===== src/fsk_modem_pkg.sv =====
/*
  Shared constants of the FSK modem output and tone select block:
  register map, field positions, reset values, tone and timing figures.
  Assumes a 100 MHz core clock.
*/
package fsk_modem_pkg;

  // Clock rate
  localparam int unsigned CLK_HZ = 100_000_000;

  // Register byte offsets
  localparam logic [7:0] CTRL_OFFSET = 8'h00;
  localparam logic [7:0] STATUS_OFFSET = 8'h04;
  localparam logic [7:0] TX_DATA_OFFSET = 8'h08;

  // Control register fields
  localparam int unsigned CTRL_HANGUP_BIT = 0;
  localparam int unsigned CTRL_UNCLAMP_BIT = 1;
  localparam logic CTRL_UNCLAMP_RESET = 1'b0;

  // Status register fields
  localparam int unsigned STAT_SEIZE_BIT = 0;
  localparam int unsigned STAT_MODE_BIT = 1;
  localparam int unsigned STAT_CTS_BIT = 2;
  localparam int unsigned STAT_BREAK_BIT = 3;
  localparam int unsigned STAT_EMPTY_BIT = 4;
  localparam int unsigned STAT_FULL_BIT = 5;
  localparam int unsigned STAT_RXDATA_BIT = 6;

  // AXI responses
  localparam logic [1:0] RESP_OKAY = 2'h0;
  localparam logic [1:0] RESP_SLVERR = 2'h2;

  // Mode levels
  localparam logic MODE_ANSWER = 1'b0;
  localparam logic MODE_ORIGINATE = 1'b1;

  // Transmit tones in Hz
  localparam int unsigned ORIG_MARK_HZ = 1270;
  localparam int unsigned ORIG_SPACE_HZ = 1070;
  localparam int unsigned ANS_MARK_HZ = 2225;
  localparam int unsigned ANS_SPACE_HZ = 2025;

  // Half-period counts of each tone, rounded down
  localparam logic [15:0] ORIG_MARK_HALF = 16'(CLK_HZ / (2 * ORIG_MARK_HZ));
  localparam logic [15:0] ORIG_SPACE_HALF = 16'(CLK_HZ / (2 * ORIG_SPACE_HZ));
  localparam logic [15:0] ANS_MARK_HALF = 16'(CLK_HZ / (2 * ANS_MARK_HZ));
  localparam logic [15:0] ANS_SPACE_HALF = 16'(CLK_HZ / (2 * ANS_SPACE_HZ));

  // Continuous received space that latches break
  localparam int unsigned BREAK_SPACE_MS = 150;
  localparam int unsigned BREAK_SPACE_CYCLES = (CLK_HZ / 1000) * BREAK_SPACE_MS;

  // Least low time of break release, rounded up
  localparam int unsigned BREAK_RELEASE_US = 20;
  localparam logic [11:0] BREAK_RELEASE_CYCLES =
    12'(((CLK_HZ / 1000) * BREAK_RELEASE_US + 999) / 1000);

  // Transmit data rate
  localparam int unsigned TX_BIT_RATE_BPS = 300;
  localparam int unsigned TX_BIT_CYCLES = CLK_HZ / TX_BIT_RATE_BPS;

  // Transmit buffer shape
  localparam int unsigned TX_WORD_WIDTH = 8;
  localparam int unsigned TX_FIFO_DEPTH = 4;

endpackage


===== src/tx_word_fifo.sv =====
/*
  Small synchronous FIFO with valid and ready on both sides.
  Assumes one clock; depth is a power of two.
*/
`timescale 1ns/1ps
module tx_word_fifo #(
  parameter int unsigned WIDTH = 8,
  parameter int unsigned DEPTH = 4
) (
  // Clock and reset
  input wire logic core_clk_in,
  input wire logic rst_n_in,
  // Fill side
  input wire logic in_valid_in,
  input wire logic [WIDTH-1:0] in_data_in,
  output logic in_ready_out,
  // Drain side
  output logic out_valid_out,
  output logic [WIDTH-1:0] out_data_out,
  input wire logic out_ready_in
);

  localparam int unsigned PTR_W = (DEPTH > 1) ? $clog2(DEPTH) : 1;
  localparam int unsigned CNT_W = $clog2(DEPTH + 1);
  localparam logic [CNT_W-1:0] FULL_COUNT = CNT_W'(DEPTH);

  typedef struct packed {
    logic [DEPTH-1:0][WIDTH-1:0] mem;
    logic [PTR_W-1:0] wr_ptr;
    logic [PTR_W-1:0] rd_ptr;
    logic [CNT_W-1:0] count;
  } fifo_state_t;

  fifo_state_t state_reg;
  fifo_state_t state_next;
  logic push;
  logic pop;

  assign in_ready_out = (state_reg.count != FULL_COUNT);
  assign out_valid_out = (state_reg.count != '0);
  assign out_data_out = state_reg.mem[state_reg.rd_ptr];
  assign push = in_valid_in && in_ready_out;
  assign pop = out_ready_in && out_valid_out;

  always_comb begin
    state_next = state_reg;
    if (push) begin
      state_next.mem[state_reg.wr_ptr] = in_data_in;
      state_next.wr_ptr = PTR_W'(state_reg.wr_ptr + 1'b1);
    end
    if (pop) begin
      state_next.rd_ptr = PTR_W'(state_reg.rd_ptr + 1'b1);
    end
    if (push && !pop) begin
      state_next.count = CNT_W'(state_reg.count + 1'b1);
    end else if (pop && !push) begin
      state_next.count = CNT_W'(state_reg.count - 1'b1);
    end
  end

  always_ff @(posedge core_clk_in or negedge rst_n_in) begin
    if (!rst_n_in) begin
      state_reg <= '0;
    end else begin
      state_reg <= state_next;
    end
  end

endmodule


===== src/fsk_modem_outputs.sv =====
/*
  Output side of an originate/answer FSK modem: line seize,
  mode, clear-to-send, receive data and break, tone select
  with a test square, and a buffered transmit path
  fed over AXI4-Lite.
  Assumes synchronous pins and a terminal that keeps
  its side of the handshake.
*/
// Implementation choices: the AXI4-Lite interface to the registers and the register addresses.
// Summary of operation
// - Seize line on (request or ring) and ready
// - Drop line seize when call completes
// - Mode low answering, high originating
// - Self test inverts mode output
// - Clear-to-send low once seized and transmit unclamped
// - Receive data: mark high, space low
// - 150 ms continuous space latches break
// - Break held high until clear-to-send
// - Test square wave at transmit tone
// - Originate: mark 1270 Hz, space 1070 Hz
// - Answer: mark 2225 Hz, space 2025 Hz
// - New tone within 3 us
// - Reset leaves line low and idle
// - Release low 20 us clears break
// - Ring answers, request originates

`timescale 1ns/1ps
module fsk_modem_outputs #(
  parameter int unsigned BREAK_CYCLES = fsk_modem_pkg::BREAK_SPACE_CYCLES,
  parameter int unsigned BIT_CYCLES = fsk_modem_pkg::TX_BIT_CYCLES,
  parameter int unsigned FIFO_DEPTH = fsk_modem_pkg::TX_FIFO_DEPTH
) (
  // Clock and reset
  input wire logic core_clk_in,
  input wire logic rst_n_in,
  // Terminal and coupler pins
  input wire logic terminal_ready_n_in,
  input wire logic originate_request_n_in,
  input wire logic ring_indication_n_in,
  input wire logic loopback_test_n_in,
  input wire logic break_release_n_in,
  input wire logic rx_demod_in,
  output logic line_seize_out,
  output logic mode_out,
  output logic cts_n_out,
  output logic rx_data_out,
  output logic rx_break_out,
  output logic tone_test_square_out,
  // AXI4-Lite write address
  input wire logic [7:0] s_axi_awaddr,
  input wire logic s_axi_awvalid,
  output logic s_axi_awready,
  // AXI4-Lite write data
  input wire logic [31:0] s_axi_wdata,
  input wire logic [3:0] s_axi_wstrb,
  input wire logic s_axi_wvalid,
  output logic s_axi_wready,
  // AXI4-Lite write response
  output logic [1:0] s_axi_bresp,
  output logic s_axi_bvalid,
  input wire logic s_axi_bready,
  // AXI4-Lite read address
  input wire logic [7:0] s_axi_araddr,
  input wire logic s_axi_arvalid,
  output logic s_axi_arready,
  // AXI4-Lite read data
  output logic [31:0] s_axi_rdata,
  output logic [1:0] s_axi_rresp,
  output logic s_axi_rvalid,
  input wire logic s_axi_rready
);

  localparam int unsigned WORD_W = fsk_modem_pkg::TX_WORD_WIDTH;
  localparam logic [23:0] BREAK_LIMIT = 24'(BREAK_CYCLES - 1);
  localparam logic [19:0] BIT_LIMIT = 20'(BIT_CYCLES - 1);
  localparam logic [3:0] WORD_BITS = 4'(WORD_W);

  typedef enum logic [1:0] {
    TX_IDLE = 2'b01,
    TX_SHIFT = 2'b10
  } tx_state_t;

  typedef struct packed {
    logic awready;
    logic wready;
    logic bvalid;
    logic [1:0] bresp;
    logic arready;
    logic rvalid;
    logic [1:0] rresp;
    logic [31:0] rdata;
    logic aw_have;
    logic w_have;
    logic [7:0] aw_addr;
    logic [31:0] w_data;
    logic [3:0] w_strb;
    logic seize;
    logic mode;
    logic mode_pin;
    logic unclamp;
    logic cts_n;
    logic brk;
    logic brk_pin;
    logic rx_data;
    logic square;
    logic [15:0] tone_cnt;
    logic [23:0] space_cnt;
    logic [11:0] rel_cnt;
    tx_state_t tx_state;
    logic [19:0] bit_cnt;
    logic [WORD_W-1:0] shift;
    logic [3:0] bits_left;
    logic cur_bit;
  } modem_state_t;

  modem_state_t state_reg;
  modem_state_t state_next;

  logic fifo_in_valid;
  logic fifo_in_ready;
  logic fifo_out_valid;
  logic [WORD_W-1:0] fifo_out_data;
  logic fifo_pop;
  logic tx_level;
  logic [15:0] tone_half;
  logic wr_go;
  logic [31:0] status_word;

  // Mark and space pick their tone from the transmitting mode
  function automatic logic [15:0] pick_tone(input logic mode, input logic mark);
    logic [15:0] half;
    half = fsk_modem_pkg::ANS_SPACE_HALF;
    if (mode == fsk_modem_pkg::MODE_ORIGINATE) begin
      half = mark ? fsk_modem_pkg::ORIG_MARK_HALF : fsk_modem_pkg::ORIG_SPACE_HALF;
    end else begin
      half = mark ? fsk_modem_pkg::ANS_MARK_HALF : fsk_modem_pkg::ANS_SPACE_HALF;
    end
    return half;
  endfunction

  // Clamped or idle transmit sits on a steady mark
  assign tx_level = !state_reg.unclamp || (state_reg.tx_state == TX_IDLE) ||
                    state_reg.cur_bit;
  assign tone_half = pick_tone(state_reg.mode, tx_level);
  assign wr_go = state_reg.aw_have && state_reg.w_have && !state_reg.bvalid;
  assign fifo_in_valid = wr_go && (state_reg.aw_addr == fsk_modem_pkg::TX_DATA_OFFSET);
  assign fifo_pop = (state_reg.tx_state == TX_IDLE) && state_reg.seize &&
                    state_reg.unclamp && fifo_out_valid;

  always_comb begin
    status_word = '0;
    status_word[fsk_modem_pkg::STAT_SEIZE_BIT] = state_reg.seize;
    status_word[fsk_modem_pkg::STAT_MODE_BIT] = state_reg.mode;
    status_word[fsk_modem_pkg::STAT_CTS_BIT] = !state_reg.cts_n;
    status_word[fsk_modem_pkg::STAT_BREAK_BIT] = state_reg.brk_pin;
    status_word[fsk_modem_pkg::STAT_EMPTY_BIT] = !fifo_out_valid;
    status_word[fsk_modem_pkg::STAT_FULL_BIT] = !fifo_in_ready;
    status_word[fsk_modem_pkg::STAT_RXDATA_BIT] = state_reg.rx_data;
  end

  always_comb begin
    logic want_call;
    logic hangup;
    want_call = 1'b0;
    hangup = 1'b0;
    state_next = state_reg;

    // Bus: address and data taken independently, one write at a time
    state_next.awready = !state_reg.aw_have && !state_reg.awready && s_axi_awvalid;
    state_next.wready = !state_reg.w_have && !state_reg.wready && s_axi_wvalid;
    if (state_reg.awready && s_axi_awvalid) begin
      state_next.aw_have = 1'b1;
      state_next.aw_addr = s_axi_awaddr;
    end
    if (state_reg.wready && s_axi_wvalid) begin
      state_next.w_have = 1'b1;
      state_next.w_data = s_axi_wdata;
      state_next.w_strb = s_axi_wstrb;
    end
    if (state_reg.bvalid && s_axi_bready) begin
      state_next.bvalid = 1'b0;
    end
    if (wr_go) begin
      case (state_reg.aw_addr)
        fsk_modem_pkg::CTRL_OFFSET: begin
          if (state_reg.w_strb[0]) begin
            hangup = state_reg.w_data[fsk_modem_pkg::CTRL_HANGUP_BIT];
            state_next.unclamp = state_reg.w_data[fsk_modem_pkg::CTRL_UNCLAMP_BIT];
          end
          state_next.bresp = fsk_modem_pkg::RESP_OKAY;
        end
        fsk_modem_pkg::STATUS_OFFSET: begin
          state_next.bresp = fsk_modem_pkg::RESP_OKAY;
        end
        fsk_modem_pkg::TX_DATA_OFFSET: begin
          state_next.bresp = fsk_modem_pkg::RESP_OKAY;
        end
        default: begin
          state_next.bresp = fsk_modem_pkg::RESP_SLVERR;
        end
      endcase
      // A full buffer holds the response back until a word drains
      if (!fifo_in_valid || fifo_in_ready) begin
        state_next.bvalid = 1'b1;
        state_next.aw_have = 1'b0;
        state_next.w_have = 1'b0;
      end
    end

    // Bus: reads answer the cycle after the address is taken
    state_next.arready = !state_reg.arready && !state_reg.rvalid && s_axi_arvalid;
    if (state_reg.rvalid && s_axi_rready) begin
      state_next.rvalid = 1'b0;
    end
    if (state_reg.arready && s_axi_arvalid) begin
      state_next.rvalid = 1'b1;
      state_next.rresp = fsk_modem_pkg::RESP_OKAY;
      case (s_axi_araddr)
        fsk_modem_pkg::CTRL_OFFSET: begin
          state_next.rdata = '0;
          state_next.rdata[fsk_modem_pkg::CTRL_UNCLAMP_BIT] = state_reg.unclamp;
        end
        fsk_modem_pkg::STATUS_OFFSET: begin
          state_next.rdata = status_word;
        end
        fsk_modem_pkg::TX_DATA_OFFSET: begin
          state_next.rdata = '0;
        end
        default: begin
          state_next.rdata = '0;
          state_next.rresp = fsk_modem_pkg::RESP_SLVERR;
        end
      endcase
    end

    // Line seizure; a live request outweighs a hang-up in the same cycle
    want_call = (!originate_request_n_in || !ring_indication_n_in) &&
                !terminal_ready_n_in;
    if (hangup) begin
      state_next.seize = 1'b0;
      state_next.unclamp = 1'b0;
    end
    if (want_call && !state_reg.seize) begin
      state_next.seize = 1'b1;
      state_next.mode = !ring_indication_n_in ? fsk_modem_pkg::MODE_ANSWER :
                        fsk_modem_pkg::MODE_ORIGINATE;
    end else if (want_call) begin
      state_next.seize = 1'b1;
    end
    state_next.mode_pin = state_next.mode ^ !loopback_test_n_in;
    state_next.cts_n = !(state_next.seize && state_next.unclamp);

    // Receive data follows the demodulator, mark high
    state_next.rx_data = rx_demod_in;

    // Continuous space timer for the break latch
    if (!state_reg.seize || rx_demod_in) begin
      state_next.space_cnt = '0;
    end else if (state_reg.space_cnt != BREAK_LIMIT) begin
      state_next.space_cnt = 24'(state_reg.space_cnt + 1'b1);
    end
    // Release must stay low for the full time to count
    if (break_release_n_in) begin
      state_next.rel_cnt = '0;
    end else if (state_reg.rel_cnt != fsk_modem_pkg::BREAK_RELEASE_CYCLES) begin
      state_next.rel_cnt = 12'(state_reg.rel_cnt + 1'b1);
    end
    if (state_next.rel_cnt == fsk_modem_pkg::BREAK_RELEASE_CYCLES) begin
      state_next.brk = 1'b0;
    end
    if (state_reg.seize && !rx_demod_in && state_reg.space_cnt == BREAK_LIMIT) begin
      state_next.brk = 1'b1;
    end
    state_next.brk_pin = state_next.brk || state_next.cts_n;

    // Transmit serializer, least significant bit first
    case (state_reg.tx_state)
      TX_IDLE: begin
        if (fifo_pop) begin
          state_next.tx_state = TX_SHIFT;
          state_next.shift = fifo_out_data >> 1;
          state_next.cur_bit = fifo_out_data[0];
          state_next.bits_left = 4'(WORD_BITS - 1'b1);
          state_next.bit_cnt = '0;
        end
      end
      TX_SHIFT: begin
        if (state_reg.bit_cnt != BIT_LIMIT) begin
          state_next.bit_cnt = 20'(state_reg.bit_cnt + 1'b1);
        end else begin
          state_next.bit_cnt = '0;
          if (state_reg.bits_left == '0) begin
            state_next.tx_state = TX_IDLE;
          end else begin
            state_next.cur_bit = state_reg.shift[0];
            state_next.shift = state_reg.shift >> 1;
            state_next.bits_left = 4'(state_reg.bits_left - 1'b1);
          end
        end
      end
      default: begin
        state_next.tx_state = TX_IDLE;
      end
    endcase
    if (!state_next.seize || !state_next.unclamp) begin
      state_next.tx_state = TX_IDLE;
    end

    // Tone half-period counter; a shorter new period wraps at once
    if (!state_reg.seize) begin
      state_next.tone_cnt = '0;
      state_next.square = 1'b0;
    end else if (state_reg.tone_cnt >= 16'(tone_half - 1'b1)) begin
      state_next.tone_cnt = '0;
      state_next.square = !state_reg.square;
    end else begin
      state_next.tone_cnt = 16'(state_reg.tone_cnt + 1'b1);
    end
  end

  always_ff @(posedge core_clk_in or negedge rst_n_in) begin
    if (!rst_n_in) begin
      state_reg <= '0;
      state_reg.mode <= fsk_modem_pkg::MODE_ANSWER;
      state_reg.unclamp <= fsk_modem_pkg::CTRL_UNCLAMP_RESET;
      state_reg.cts_n <= 1'b1;
      state_reg.brk_pin <= 1'b1;
      state_reg.rx_data <= 1'b1;
      state_reg.tx_state <= TX_IDLE;
    end else begin
      state_reg <= state_next;
    end
  end

  tx_word_fifo #(
    .WIDTH(WORD_W),
    .DEPTH(FIFO_DEPTH)
  ) tx_fifo (
    .core_clk_in(core_clk_in),
    .rst_n_in(rst_n_in),
    .in_valid_in(fifo_in_valid),
    .in_data_in(state_reg.w_data[WORD_W-1:0]),
    .in_ready_out(fifo_in_ready),
    .out_valid_out(fifo_out_valid),
    .out_data_out(fifo_out_data),
    .out_ready_in(fifo_pop)
  );

  assign line_seize_out = state_reg.seize;
  assign mode_out = state_reg.mode_pin;
  assign cts_n_out = state_reg.cts_n;
  assign rx_data_out = state_reg.rx_data;
  assign rx_break_out = state_reg.brk_pin;
  assign tone_test_square_out = state_reg.square;
  assign s_axi_awready = state_reg.awready;
  assign s_axi_wready = state_reg.wready;
  assign s_axi_bresp = state_reg.bresp;
  assign s_axi_bvalid = state_reg.bvalid;
  assign s_axi_arready = state_reg.arready;
  assign s_axi_rdata = state_reg.rdata;
  assign s_axi_rresp = state_reg.rresp;
  assign s_axi_rvalid = state_reg.rvalid;

endmodule


===== config.mk =====
export PLATFORM = sky130hd
export DESIGN_NAME = fsk_modem_outputs
export DESIGN_NICKNAME = d
export VERILOG_FILES = /design/src/fsk_modem_pkg.sv /design/src/tx_word_fifo.sv /design/src/fsk_modem_outputs.sv
export SDC_FILE = /design/constraint.sdc
export NUM_CORES = 1
export LEC_CHECK = 0
export BUFFER_PORTS_ARGS = -buffer_cell sky130_fd_sc_hd__buf_2
export CAP_MARGIN = 20
export CORE_ASPECT_RATIO = 1.5
export CORE_MARGIN = 5
export CORE_UTILIZATION = 30
export CTS_BUF_LIST = sky130_fd_sc_hd__clkbuf_2 sky130_fd_sc_hd__clkbuf_4 sky130_fd_sc_hd__clkbuf_8
export DETAILED_ROUTE_END_ITERATION = 10
export PLACE_DENSITY = 0.52
export SLEW_MARGIN = 10
export SYNTH_ARGS = -nofsm -noshare
export SYNTH_HDL_FRONTEND = slang
export SYNTH_HIERARCHICAL = 1
export SYNTH_SLANG_ARGS = --single-unit

===== constraint.sdc =====
create_clock -name core_clk_in -period 6.5 [get_ports core_clk_in]
set_input_delay 1.3 -clock core_clk_in [delete_from_list [all_inputs] [get_ports core_clk_in]]
set_output_delay 1.3 -clock core_clk_in [all_outputs]
set_load 0.03 [all_outputs]

# Yosys cells after proc, flatten, opt, wreduce, memory -nomap -nowiden
# Cells that the tools add are included.
[word_totals]
ff_bits = 195
input_bits = 65
output_inout_bits = 47
word_cells = 194
[classes]
n_addsub = 10
n_lt_le_gt_ge = 4
n_eq_ne = 19
muxes = 52
bitwise = 1
reduce_logical = 71
[ops]
columns = ["cell", "count"]
rows = [
  ["two-way mux 35 bit", 2],
  ["one-hot mux 33 bit (2 select lines)", 1],
  ["two-way mux 24 bit", 2],
  ["bitwise mux 32 bit", 1],
  ["two-way mux 16 bit", 2],
  ["two-way mux 14 bit", 2],
  ["logical AND 1 bit", 27],
  ["two-way mux 13 bit", 2],
  ["adder 24 x 1 -> 24 bit (second input constant)", 1],
  ["== test 24 bit (second input constant)", 1],
  ["zero test 1 bit", 24],
  ["two-way mux 12 bit", 2],
  ["inequality test 24 bit (second input constant)", 1],
  ["adder 20 x 1 -> 20 bit (second input constant)", 1],
  ["two-way mux 1 bit", 20],
  ["two-way mux 20 bit", 1],
  ["inequality test 20 x 19 -> 1 bit (second input constant)", 1],
  ["two-way mux 17 bit", 1],
  ["adder 16 x 1 -> 16 bit (second input constant)", 1],
  ["binary-select mux 8 bit (select 2 bit)", 1],
  ["demux 8 bit (select 2 bit)", 1],
  ["== test 8 x 3 -> 1 bit (second input constant)", 2],
  ["== test 8 x 4 -> 1 bit (second input constant)", 2],
  ["greater-or-equal comparator 16 bit", 1],
  ["31 further kinds", 57],
]

# Depth between registers and ports, before layout
# Gate-level depths: netlist of run 1.
[depth]
word_depth = 10
mapped_depth = 14
depth_no_buf = 12

# By module
# Netlist of run 1, hierarchy kept.
[by_module_without_submodules]
columns = ["module", "instances", "cells_per_inst", "area_per_inst_um2", "seq_area_each_um2"]
rows = [
  ["fsk_modem_outputs", 1, 699, 6767.7, 3208.1],
  ["tx_word_fifo", 1, 114, 1950.6, 975.9],
]

# Worst setup path before layout of run 1
# Ideal clock, no wire load.
[synth_path]
path_type = "flip-flop to flip-flop"
from = "register state_reg[33] in the netlist's numbering"
to = "register state_reg[79] in the netlist's numbering"
setup_time_ps = 132
arrival_ps = 2572
t_required_ps = 6368
path_slack_ps = 3796
stages_incl_launch_ff = 13
path_buffers = 2
period_less_slack_ps = 2704
cell_sequence = "dfstp_2 nand2b_1 nand3b_1 inv_1 ha_1 inv_1 ha_1 nand4_1 a2111oi_0 a21o_1 clkbuf_1 clkbuf_1 nor2_1"
[synth_rtl]
columns = ["element", "line_no", "text"]
rows = [
  ["start: declaration", "fsk_modem_outputs.sv:116", "modem_state_t state_reg;"],
  ["start signal: assignment", "fsk_modem_outputs.sv:331", "state_reg <= state_next;"],
]

# Final worst setup path of run 1
[layout_path]
from = "register state_reg[33] in the netlist's numbering"
to = "register state_reg (netlist bit tone_test_square_out)"
[layout_via]
elab_chain_cells = 8
elab_cells_between_ends = 9
cone_classes = "1 x add/sub; 1 x order compare; 2 x eq/ne; 3 x mux; 2 x reduce/logical"
[layout_lines]
columns = ["element", "line_no", "text"]
rows = [
  ["== test 2 x 1 -> 1 bit *", "fsk_modem_outputs.sv:142", "assign tx_level = !state_reg.unclamp || (state_reg.tx_state == TX_IDLE) ||"],
  ["logical OR 1 bit * (2 in a row)", "fsk_modem_outputs.sv:142", ""],
  ["two-way mux 14 bit (on tied branches)", "fsk_modem_outputs.sv:134, fsk_modem_outputs.sv:136", ""],
  ["two-way mux 16 bit *", "fsk_modem_outputs.sv:133", "if (mode == fsk_modem_pkg::MODE_ORIGINATE) begin"],
  ["subtractor 16 x 1 -> 16 bit *", "fsk_modem_outputs.sv:313", "end else if (state_reg.tone_cnt >= 16'(tone_half - 1'b1)) begin"],
  ["greater-or-equal comparator 16 bit *", "fsk_modem_outputs.sv:313", ""],
  ["inequality test 2 x 1 -> 1 bit (no line) *", "--", ""],
]
# Every way passes the cells marked *; elsewhere a longest branch is shown, timed or not.
# A chain may end at the register's enable or synchronous reset.

==> results of run 1 <==
-- layout make-up --
cell class | instances | area share
inverters | 43 | 0.0167
repair buffers | 62 | 0.0360
multi-input cells | 571 | 0.422
well taps | 390 | 0.0506
flip-flops and latches | 167 | 0.434
clock inverters | 12 | 0.0147
clock buffers | 19 | 0.0265
-- layout by cell type, fill, tap and decap left out, types with 4 or more instances in the layout --
cell type,count
nor4_1,17
or3_1,7
nor3_1,11
dfrtp_1,163
and2_1,4
inv_6,4
a22o_1,4
xnor2_1,32
a31oi_1,6
buf_2,56
nor2_1,77
nand2_1,51
nand3_1,31
nor3b_1,4
mux2_4,32
mux4_2,8
o21ai_0,49
nand2b_1,7
mux2i_1,10
inv_1,43
and3_4,4
a21o_1,6
and4_1,4
o31ai_1,4
ha_1,33
clkbuf_8,18
conb_1,27
nand4_1,11
dfstp_2,4
and3_1,15
or2_2,4
o21ai_1,6
nor2b_1,10
a21oi_1,23
mux2_2,20
xor2_1,19
-- layer usage --
layer / global-route usage / wire (µm)
met1: 0.140 / 7700
met2: 0.195 / 9210
met3: 0.0194 / 383
met4: 0.0345 / 269
met5: 0 / 0
-- logic make-up (layout without fill, tap and decap cells) --
group / Yosys count / count (layout) / share of synthesized area
other: 1 / 27 / 0.000430
muxes: 70 / 70 / 0.113
xor gates and xnor gates: 51 / 51 / 0.0512
DFF: 167 / 167 / 0.480
AOI/OAI and AO/OA: 113 / 113 / 0.0756
adders and majority gates: 34 / 34 / 0.0497
and+or+nand+nor: 276 / 276 / 0.164
buffers and inverters: 101 / 136 / 0.0656
-- how the worst max path moves through the flow --
stage / start / end / slack (ps) / depth (start not counted)
after floorplan: state_reg[33]$_DFFE_PN1P_ / state_reg[79]$_DFF_PN0_ / 3800 / 12
after global placement: state_reg[33]$_DFFE_PN1P_ / tone_test_square_out$_DFFE_PN0P_ / 3330 / 10
after detailed placement: state_reg[33]$_DFFE_PN1P_ / tone_test_square_out$_DFFE_PN0P_ / 3310 / 10
after CTS: state_reg[137]$_DFFE_PN0P_ / tx_fifo/state_reg[2]$_DFFE_PN0P_ / 3280 / 10
after global routing: state_reg[33]$_DFFE_PN1P_ / tone_test_square_out$_DFFE_PN0P_ / 3080 / 10
final: state_reg[33]$_DFFE_PN1P_ / tone_test_square_out$_DFFE_PN0P_ / 3350 / 10
-- stage by stage --
step	cell area (µm²)	setup WS [ps]	hold slack [ps]	total power, mW
finish	9640	3350	458	2.55
global route	9640	3080	476	2.72
CTS	9610	3280	461	2.60
detailed placement	9210	3310	446	1.82
global placement	9210	3330	443	1.80
floorplan	8820	3800	431	1.69
-- worst max-delay path: cells and delay by family (launching register included) --
family | cells | cell delay, ps
buffers and inverters | 2 | 190
AOI/OAI and AO/OA | 2 | 950
DFF | 1 | 540
muxes | 1 | 400
and+or+nand+nor | 3 | 380
adders and majority gates | 2 | 580
-- report_power, final --
| group | leakage (nW) | switching [mW] | internal, mW |
|---|---|---|---|
| clock network | 0.197 | 0.400 | 0.360 |
| logic | 1.91 | 0.240 | 0.220 |
| registers | 2.23 | 0.140 | 1.19 |
==> results.md, run 1 <==
* Drc violations at 0
* Slew HR at 0.343
* Crit-path max cell delay at 580 ps
* Critical path startpoint category: flop
* Worst path required time at slightly below 7000 ps
* Total track usage at 0.112
* Seq cells post-synth at between 150 and 200
* Hold Crit Class: reg2reg
* Post-layout min period at roughly 3100 ps
* Routed vias/inst at 4.61
* Worst min-delay path endpoint: s_axi_awready$_DFF_PN0_
* Number of DRC markers in iteration 0 at around 320
* CTS tree: built
* PostCTS Resize Cnt at 0
* Clk_lat worst skew at 450 ps
* Total core area at about 29,000 µm²
* Gpl congestion at ~0.78
* Clock Skew at roughly 15 ps
* Syn-to-layout area delta at 10.6%
* First-pass GRT wire length at between 30 and 40 mm
* Via Count at between 5,000 and 6,000
* Clock tree sinks at 167
* Status: finished, final reports clean
* Max FFs per register at roughly 110
* Number of global-route vias before repair at a little under 6,000
* Crit end category: flop
* Hold-fix buffers, CTS at 0
* Top-area cell type share of the netlist area at 0.468
* Die Ht at 219 µm
* Synth area leader: dfrtp_1
* Post-layout nets at a little under 1,000
* Unique cell type count in the Yosys netlist at 61
* CP Data Arrival Time at between 3000 and 4000 ps
* Worst r2r src: state_reg[33]$_DFFE_PN1P_
* Count leader, synth: dfrtp_1
* Multi-input gate area at around 4000 µm²
* CP max stage cell: a21o_1
* Count of pins over their slew limit at 0
* Clock transition at path regs at ~100 ps
* Setup TNS at 0 ps
* Crit-path cells: nand2b_1 -> nand3b_1 -> inv_1 -> ha_1 -> inv_1 -> ha_1 -> nand4_1 -> a2111oi_0 -> a21o_1 -> mux2_2
* Placed Instances at about 1,200
* PwrDens at about 260 nW/µm²
* Mean Syn Cell Area at 10.7 µm²
* Worst reg-to-reg path cell count at 10
* Main area contributors after synthesis: dfrtp_1, mux2_4, ha_1
* Unrepaired setup endpoints after global routing: no
* Die width at around 150 µm
* YS warnings at 6
* WL/cell at 13.9 µm
* Clk buf depth at 2
* Congestion Overflow GR at 0
* Period utilisation layout at 0.484
* Dpl hpwl at 12.3 mm
* Post-synth EDFFs at 0
* Leak Pwr at 4.33 nW
* Async set-reset flop share out of synthesis at 1.00
* CTS root buffer: clkbuf_8
* Finished Core Util at 0.336
* Register area at around 4200 µm²
* Post-route insts no fill at approximately 1,300
* IO Pins at around 110
* PortBufs at 57
* Initial Util at 0.304
* WL final at about 18 mm
* Least-Margin Pin Slew at ~1000 ps
* Die area at 32,600 µm²
* Fillers at 2,956
* Post-route ant nets at 0
* Hold Fails Final Rpt at 0
* Final setup viols at 0
* Drt pass-1 iters at 5
* Register area share after synthesis at 0.480
* Post-CTS Repair Setup Buffers at 0
* Synth Flop Type: dfrtp_1
* # diodes at 0
* Critical path type: reg2reg
* Layout cells sized above 1 at 0.201
* Max-cap violations at 0
* CP max FO at 17
* Initial antenna violation count at 0
* Rows at 76
* R2R setup slack at roughly 3400 ps
* Hold path start: s_axi_awready$_DFF_PN0_
* Largest net degree at the start of global routing at 110
* Num CTS Buffers at 17
* Post-synthesis cell area at 8720 µm²
* Peak supply drop at 0.149 mV
* Syn Inst Count at between 800 and 900
* Reg-to-reg endpoint: tone_test_square_out$_DFFE_PN0P_
* Maximum level of the CTS H-tree at 4
* Max Clock Freq at approximately 320 MHz
* Top cells by count, synth: dfrtp_1, nor2_1, nand2_1, o21ai_0, inv_1
* Worst hold stages at 1
(Power assumes the default switching activity.)
==> run 2, diff against run 1 <==
==> constraint.sdc (replaced) <==
create_clock -name core_clk_in -period 3.2 [get_ports core_clk_in]
set_input_delay 0.64 -clock core_clk_in [delete_from_list [all_inputs] [get_ports core_clk_in]]
set_output_delay 0.64 -clock core_clk_in [all_outputs]
set_load 0.03 [all_outputs]
==> run 2 against run 1 <==
Compared with the run above: total power rose by 100%; critical path depth increased by 2; clock skew is 3.1 ps higher; sequential cell count stayed put; die area is the same; global-route usage barely moved; sequential share of layout area down 0.17 points; combinational power up 100%; largest cell class unchanged; largest power group unchanged; highest routed layer unchanged.
==> results.md, run 2 (same netlist as run 1, synthesis figures left out) <==
* First-pass GRT wire length at 30.0 mm (-0.16%)
* Congestion Overflow GR at 0 (unchanged)
* Critical path startpoint category: flop
* Least-Margin Pin Slew at 902 ps (-75.0 ps)
* Clock Skew at 17.7 ps (+3.15 ps)
* Post-layout nets at 968 (+0.73%)
* Routed vias/inst at 4.60 (-0.17%)
* Worst path required time at 3570 ps (-3270 ps)
* Maximum level of the CTS H-tree at 4 (unchanged)
* Slew HR at 0.399 (+0.0560)
* CTS root buffer: clkbuf_8
* Placed cell area at 9290 µm² (+0.83%)
* Syn-to-layout area delta at 11.0%
* Status: finished, final reports clean
* Largest net degree at the start of global routing at 65 (-41%)
* # diodes at 0 (unchanged)
* Total core area at 28,700 µm² (unchanged)
* Post-route ant nets at 0 (unchanged)
* Most frequent cells in the layout: dfrtp_1, nor2_1, buf_2
* Count of pins over their slew limit at 0 (unchanged)
* Pre-CTS setup slack at 354 ps (-2950 ps)
* Layout cells sized above 1 at 0.207 (+0.00611)
* Critical path type: reg2reg
* Die Ht at 219 µm (unchanged)
* Min setup slack post-route at 402 ps (-2950 ps)
* CP max FO at 9 (-8)
* Finished Cell Area at 9680 µm² (+0.40%)
* WL final at 17.5 mm (-0.27%)
* Clk_lat worst skew at 470 ps (+20 ps)
* Period utilisation layout at 0.874 (+0.390)
* Drc violations at 0 (unchanged)
* Rows at 76 (unchanged)
* Max-cap violations at 0 (unchanged)
* Total track usage at 0.112 (+0.000460)
* Number of DRC markers in iteration 0 at 246 (-24%)
* Final setup viols at 0 (unchanged)
* Setup TNS at 0 ps (unchanged)
* IO Pins at 112 (unchanged)
* Hold-fix buffers, CTS at 0 (unchanged)
* Gpl congestion at 0.762 (-2.3%)
* Number of global-route vias before repair at 5,981 (+1.5%)
* Initial Util at 0.304 (unchanged)
* Commonest non-fill, non-tap cell in the layout: dfrtp_1
* Die width at 149 µm (unchanged)
* Fillers at 2,946 (-0.34%)
* Via Count at 5,853 (+0.46%)
* CTS tree: built
* Leak Pwr at 4.37 nW (+0.77%)
* Num CTS Buffers at 17 (unchanged)
* PwrDens at 533 nW/µm² (+100%)
* Hold Crit Class: in2async
* PostCTS Resize Cnt at 0 (unchanged)
* Peak supply drop at 0.333 mV (+120%)
* Max FFs per register at 108 (unchanged)
* WL/cell at 13.8 µm (-0.89%)
* Post-layout min period at 2800 ps (-350 ps)
* Max Clock Freq at 357 MHz (+13%)
* Unrepaired setup endpoints after global routing: no
* Post-CTS Repair Setup Buffers at 0 (unchanged)
* CP Data Arrival Time at 3160 ps (-330 ps)
* Hold slack at 107 ps (-351 ps)
* Clk buf depth at 2 (unchanged)
* PortBufs at 57 (unchanged)
* Hold Fails Final Rpt at 0 (unchanged)
* Die area at 32,600 µm² (unchanged)
* Clock tree sinks at 167 (unchanged)
* Dpl hpwl at 12.8 mm (+3.5%)
* Drt pass-1 iters at 4 (-1)
* Crit end category: flop
* Clock transition at path regs at 110 ps (about the same)
* Initial antenna violation count at 0 (unchanged)
==> run 2: cell types whose count changed in the layout (fill, tap and decap cells not counted) <==
cell | before | now
bufinv_16 | 2 | 1
inv_6 | 4 | 3
inv_8 | 0 | 6
buf_12 | 0 | 1
clkbuf_2 | 1 | 0
clkbuf_8 | 18 | 17
buf_16 | 1 | 0
clkinv_4 | 3 | 1
clkinv_2 | 1 | 2
clkbuf_4 | 1 | 0
buf_4 | 3 | 11
o21ai_2 | 2 | 1
o21ai_1 | 6 | 7
==> run 2: report_power, final <==
| group | internal, mW | leakage [nW] | switching [mW] |
|---|---|---|---|
| Clock | 0.651 | 0.198 | 0.882 |
| Combinational | 0.447 | 1.94 | 0.480 |
| Sequential | 2.42 | 2.23 | 0.281 |
| Total | 3.51 | 4.37 | 1.64 |
==> run 2: area by class of cell <==
| type | count | area, µm² | area share |
|---|---|---|---|
| well taps | 390 | 488 | 0.0504 |
| inverters | 43 | 161 | 0.0167 |
| clock inverters | 15 | 158 | 0.0163 |
| multi-input cells | 571 | 4060 | 0.419 |
| repair buffers | 69 | 394 | 0.0407 |
| clock buffers | 17 | 234 | 0.0242 |
| flip-flops and latches | 167 | 4180 | 0.432 |
==> run 2: layer usage <==
metal | global-route usage | wire (µm)
met1 | 0.136 | 7490
met4 | 0.0357 | 297
met2 | 0.200 | 9300
met3 | 0.0215 | 427
met5 | 0 | 0
==> run 2: worst paths after layout <==
path                                           start                               end  slack (ps)  depth (start not counted)
max                        state_reg[33]$_DFFE_PN1P_  tone_test_square_out$_DFFE_PN0P_         400                         12
min                                         rst_n_in           s_axi_awready$_DFF_PN0_         110                          1
max reg2reg                state_reg[33]$_DFFE_PN1P_  tone_test_square_out$_DFFE_PN0P_         400                         12
min reg2reg                  s_axi_awready$_DFF_PN0_           s_axi_awready$_DFF_PN0_         450                          1
max in group asynchronous                   rst_n_in         state_reg[33]$_DFFE_PN1P_        2280                          2
min in group core_clk_in                 rx_demod_in             rx_data_out$_DFF_PN1_         320                          1
==> run 2: metrics by stage <==
| stage | power, mW | instances | utilization |
|---|---|---|---|
| 3_3_place_gp | 3.67 | 1240 | 0.323 |
| 4_1_cts | 5.25 | 1272 | 0.337 |
| 2_1_floorplan | 3.44 | 839 | - |
| 3_5_place_dp | 3.69 | 1240 | 0.323 |
| 6_report | 5.16 | 1272 | 0.337 |
| 5_1_grt | 5.52 | 1272 | 0.337 |
==> run 2: worst max-delay path, cell delays in order (launching register included) <==
cell       delay (ps)
dfstp_2           540
nand2b_1           80
nand3b_1          140
inv_1             100
ha_1              270
inv_1              70
ha_1              290
a21o_1            180
a21o_1            170
a21oi_1           130
o2111ai_1         130
a21o_1            310
mux2_2            310
==> run 3, diff against run 2 <==
--- a/config.mk
+++ b/config.mk
@@ -8,7 +8,7 @@
 export BUFFER_PORTS_ARGS = -buffer_cell sky130_fd_sc_hd__buf_2
 export CAP_MARGIN = 20
 export CORE_ASPECT_RATIO = 1.5
-export CORE_MARGIN = 5
+export CORE_MARGIN = 3
 export CORE_UTILIZATION = 30
 export CTS_BUF_LIST = sky130_fd_sc_hd__clkbuf_2 sky130_fd_sc_hd__clkbuf_4 sky130_fd_sc_hd__clkbuf_8
 export DETAILED_ROUTE_END_ITERATION = 10
==> constraint.sdc (replaced) <==
create_clock -name core_clk_in -period 3.2 [get_ports core_clk_in]
set_input_delay 0.32 -clock core_clk_in [delete_from_list [all_inputs] [get_ports core_clk_in]]
set_output_delay 0.32 -clock core_clk_in [all_outputs]
set_load 0.03 [all_outputs]
==> run 3 against run 2 <==
Compared with the run above: critical endpoint unchanged; cell area increased by 0.74%; utilization rose by 0.70 points; sequential power is essentially flat; die area decreased by 4.5%; largest power group unchanged; total power up 3.3%; worst hold slack lost 53 ps; critical path type unchanged; largest cell class unchanged; wire length rose by 0.23%; sequential share of layout area decreased by 0.32 points; global-route usage grew 0.26 points.
==> results.md, run 3 (same netlist as run 1, synthesis figures left out) <==
* Hold slack at 53.9 ps (-53.2 ps)
* Min setup slack post-route at 314 ps (-88.6 ps)
* Peak supply drop at 0.254 mV (-24%)
* PwrDens at 546 nW/µm² (+2.5%)
* Hold path start: s_axi_bready
* IO Pins at 112 (unchanged)
* CP max FO at 7 (-2)
* CTS root buffer: clkbuf_8
* Total core area at 28,300 µm² (-1.3%)
* Met1 Usage GRT at 0.141 (+0.00509)
* CP Launch Point: state_reg[33]$_DFFE_PN1P_
* Die width at 145 µm (-2.7%)
* Commonest non-fill, non-tap cell in the layout: dfrtp_1
* Die Ht at 215 µm (-1.8%)
* First-pass GRT wire length at 29.8 mm (-0.62%)
* R2R setup slack at 310 ps (-90 ps)
* Post-layout min period at 2890 ps (+88.6 ps)
* Setup TNS at 0 ps (unchanged)
* Worst min-delay path endpoint: s_axi_bvalid$_DFF_PN0_
* Crit end category: flop
* Grt met3 use at 0.0215 (about the same)
* Initial Util at 0.308 (+0.00405)
* Final setup viols at 0 (unchanged)
* Max-cap violations at 0 (unchanged)
* # diodes at 0 (unchanged)
* Number of DRC markers in iteration 0 at 208 (-15%)
* Slew HR at 0.427 (+0.0282)
* Largest net degree at the start of global routing at 81 (+25%)
* Worst path required time at 3520 ps (-50 ps)
* WL/cell at 13.8 µm (+0.55%)
* Num CTS Buffers at 17 (unchanged)
* Most frequent cells in the layout: dfrtp_1, nor2_1, buf_2
* Total track usage at 0.115 (+0.00255)
* Pre-CTS setup slack at 314 ps (-40.3 ps)
* Via Count at 5,843 (-0.17%)
* Clk buf depth at 2 (unchanged)
* GRT busiest layer: met2
* Worst reg-to-reg path cell count at 12 (unchanged)
* Hold Crit Class: in2reg
* CP Data Arrival Time at 3200 ps (+40 ps)
* Die area at 31,200 µm² (-4.5%)
* Initial antenna violation count at 1 (+1)
* Count of pins over their slew limit at 0 (unchanged)
* Status: finished, final reports clean
* Gpl congestion at 0.783 (+2.8%)
* Max FFs per register at 108 (unchanged)
* Clock transition at path regs at 90 ps (-20 ps)
* GR Util met2 at 0.209 (+0.00906)
* Unrepaired setup endpoints after global routing: no
* PostCTS Resize Cnt at 0 (unchanged)
* Maximum level of the CTS H-tree at 4 (unchanged)
* Leak Pwr at 4.41 nW (+0.91%)
* Dpl hpwl at 12.8 mm (-0.24%)
* Worst hold stages at 2
* Rows at 75 (-1.3%)
* Least-Margin Pin Slew at 860 ps (-42.4 ps)
* Post-CTS Repair Setup Buffers at 0 (unchanged)
* Drt pass-1 iters at 4 (unchanged)
* Critical path type: reg2reg
* Post-route ant nets at 0 (unchanged)
* Max Clock Freq at 346 MHz (-3.1%)
* Routed vias/inst at 4.61 (+0.14%)
* Period utilisation layout at 0.902 (+0.0277)
* CTS tree: built
* Clk_lat worst skew at 450 ps (-20 ps)
* Clock tree sinks at 167 (unchanged)
* Number of global-route vias before repair at 5,988 (+0.12%)
* WL final at 17.6 mm (+0.23%)
* Worst r2r src: state_reg[33]$_DFFE_PN1P_
* Reg-to-reg endpoint: tone_test_square_out$_DFFE_PN0P_
* Syn-to-layout area delta at 11.8%
* Post-layout nets at 969 (+0.10%)
* Hold Fails Final Rpt at 0 (unchanged)
* Clock Skew at 21.6 ps (+3.85 ps)
* Critical path startpoint category: flop
* Drc violations at 0 (unchanged)
* PortBufs at 57 (unchanged)
* Layout cells sized above 1 at 0.206 (-0.00137)
* Congestion Overflow GR at 0 (unchanged)
[run 3: metal layers]
| layer | part of all wire | vias to the layer above |
|---|---|---|
| li1 | - | 2886 |
| met1 | 0.45 | 2875 |
| met2 | 0.52 | 70 |
| met3 | 0.020 | 10 |
| met4 | 0.0085 | 2 |
| met5 | 0.00074 | - |
[run 3: worst max-delay path by stage]
| stage | slack (ps) | endpoint |
|---|---|---|
| 2_1_floorplan | 500 | state_reg[79]$_DFF_PN0_ |
| 3_3_place_gp | 330 | tone_test_square_out$_DFFE_PN0P_ |
| 3_5_place_dp | 310 | state_reg[86]$_DFF_PN0_ |
| 4_1_cts | 290 | state_reg[86]$_DFF_PN0_ |
| 5_1_grt | 60 | state_reg[86]$_DFF_PN0_ |
| 6_report | 310 | tone_test_square_out$_DFFE_PN0P_ |
[run 3: through the flow]
step | instances | cell area, µm² | total power, mW | util
3_5_place_dp | 1234 | 9290 | 3.71 | 0.328
5_1_grt | 1268 | 9750 | 5.68 | 0.344
4_1_cts | 1268 | 9750 | 5.43 | 0.344
2_1_floorplan | 839 | 8820 | 3.44 | -
3_3_place_gp | 1234 | 9290 | 3.67 | 0.328
6_report | 1268 | 9750 | 5.32 | 0.344
[run 3: critical path, stage by stage (launching register included)]
cell and delay (ps):
dfstp_2 530, nand2b_1 80, nand3b_1 180, inv_1 110
ha_1 280, inv_1 70, ha_1 300, a21o_1 190
a21o_1 170, a21oi_1 160, o2111ai_1 120, a21o_1 280
mux2_2 300
[run 3: timing repair]
action / CTS / global route
setup endpoints to repair: 0 / 0
endpoints found under the hold margin: 79 / 0
hold buffers: 2 / 0
[run 3: cell type report]
class                           count  area, µm²
Inverter                           43        161
Fill cell                        2967      18600
Tap cell                          385        482
Sequential cell                   167       4180
Multi-Input combinational cell    571       4060
Clock buffer                       24        293
Clock inverter                      8        151
Timing Repair Buffer               70        419
[run 3: where the power goes]
part	switching, mW	internal [mW]
Combinational	0.499	0.450
Clock	0.754	0.929
Sequential	0.276	2.42
Total	1.53	3.80
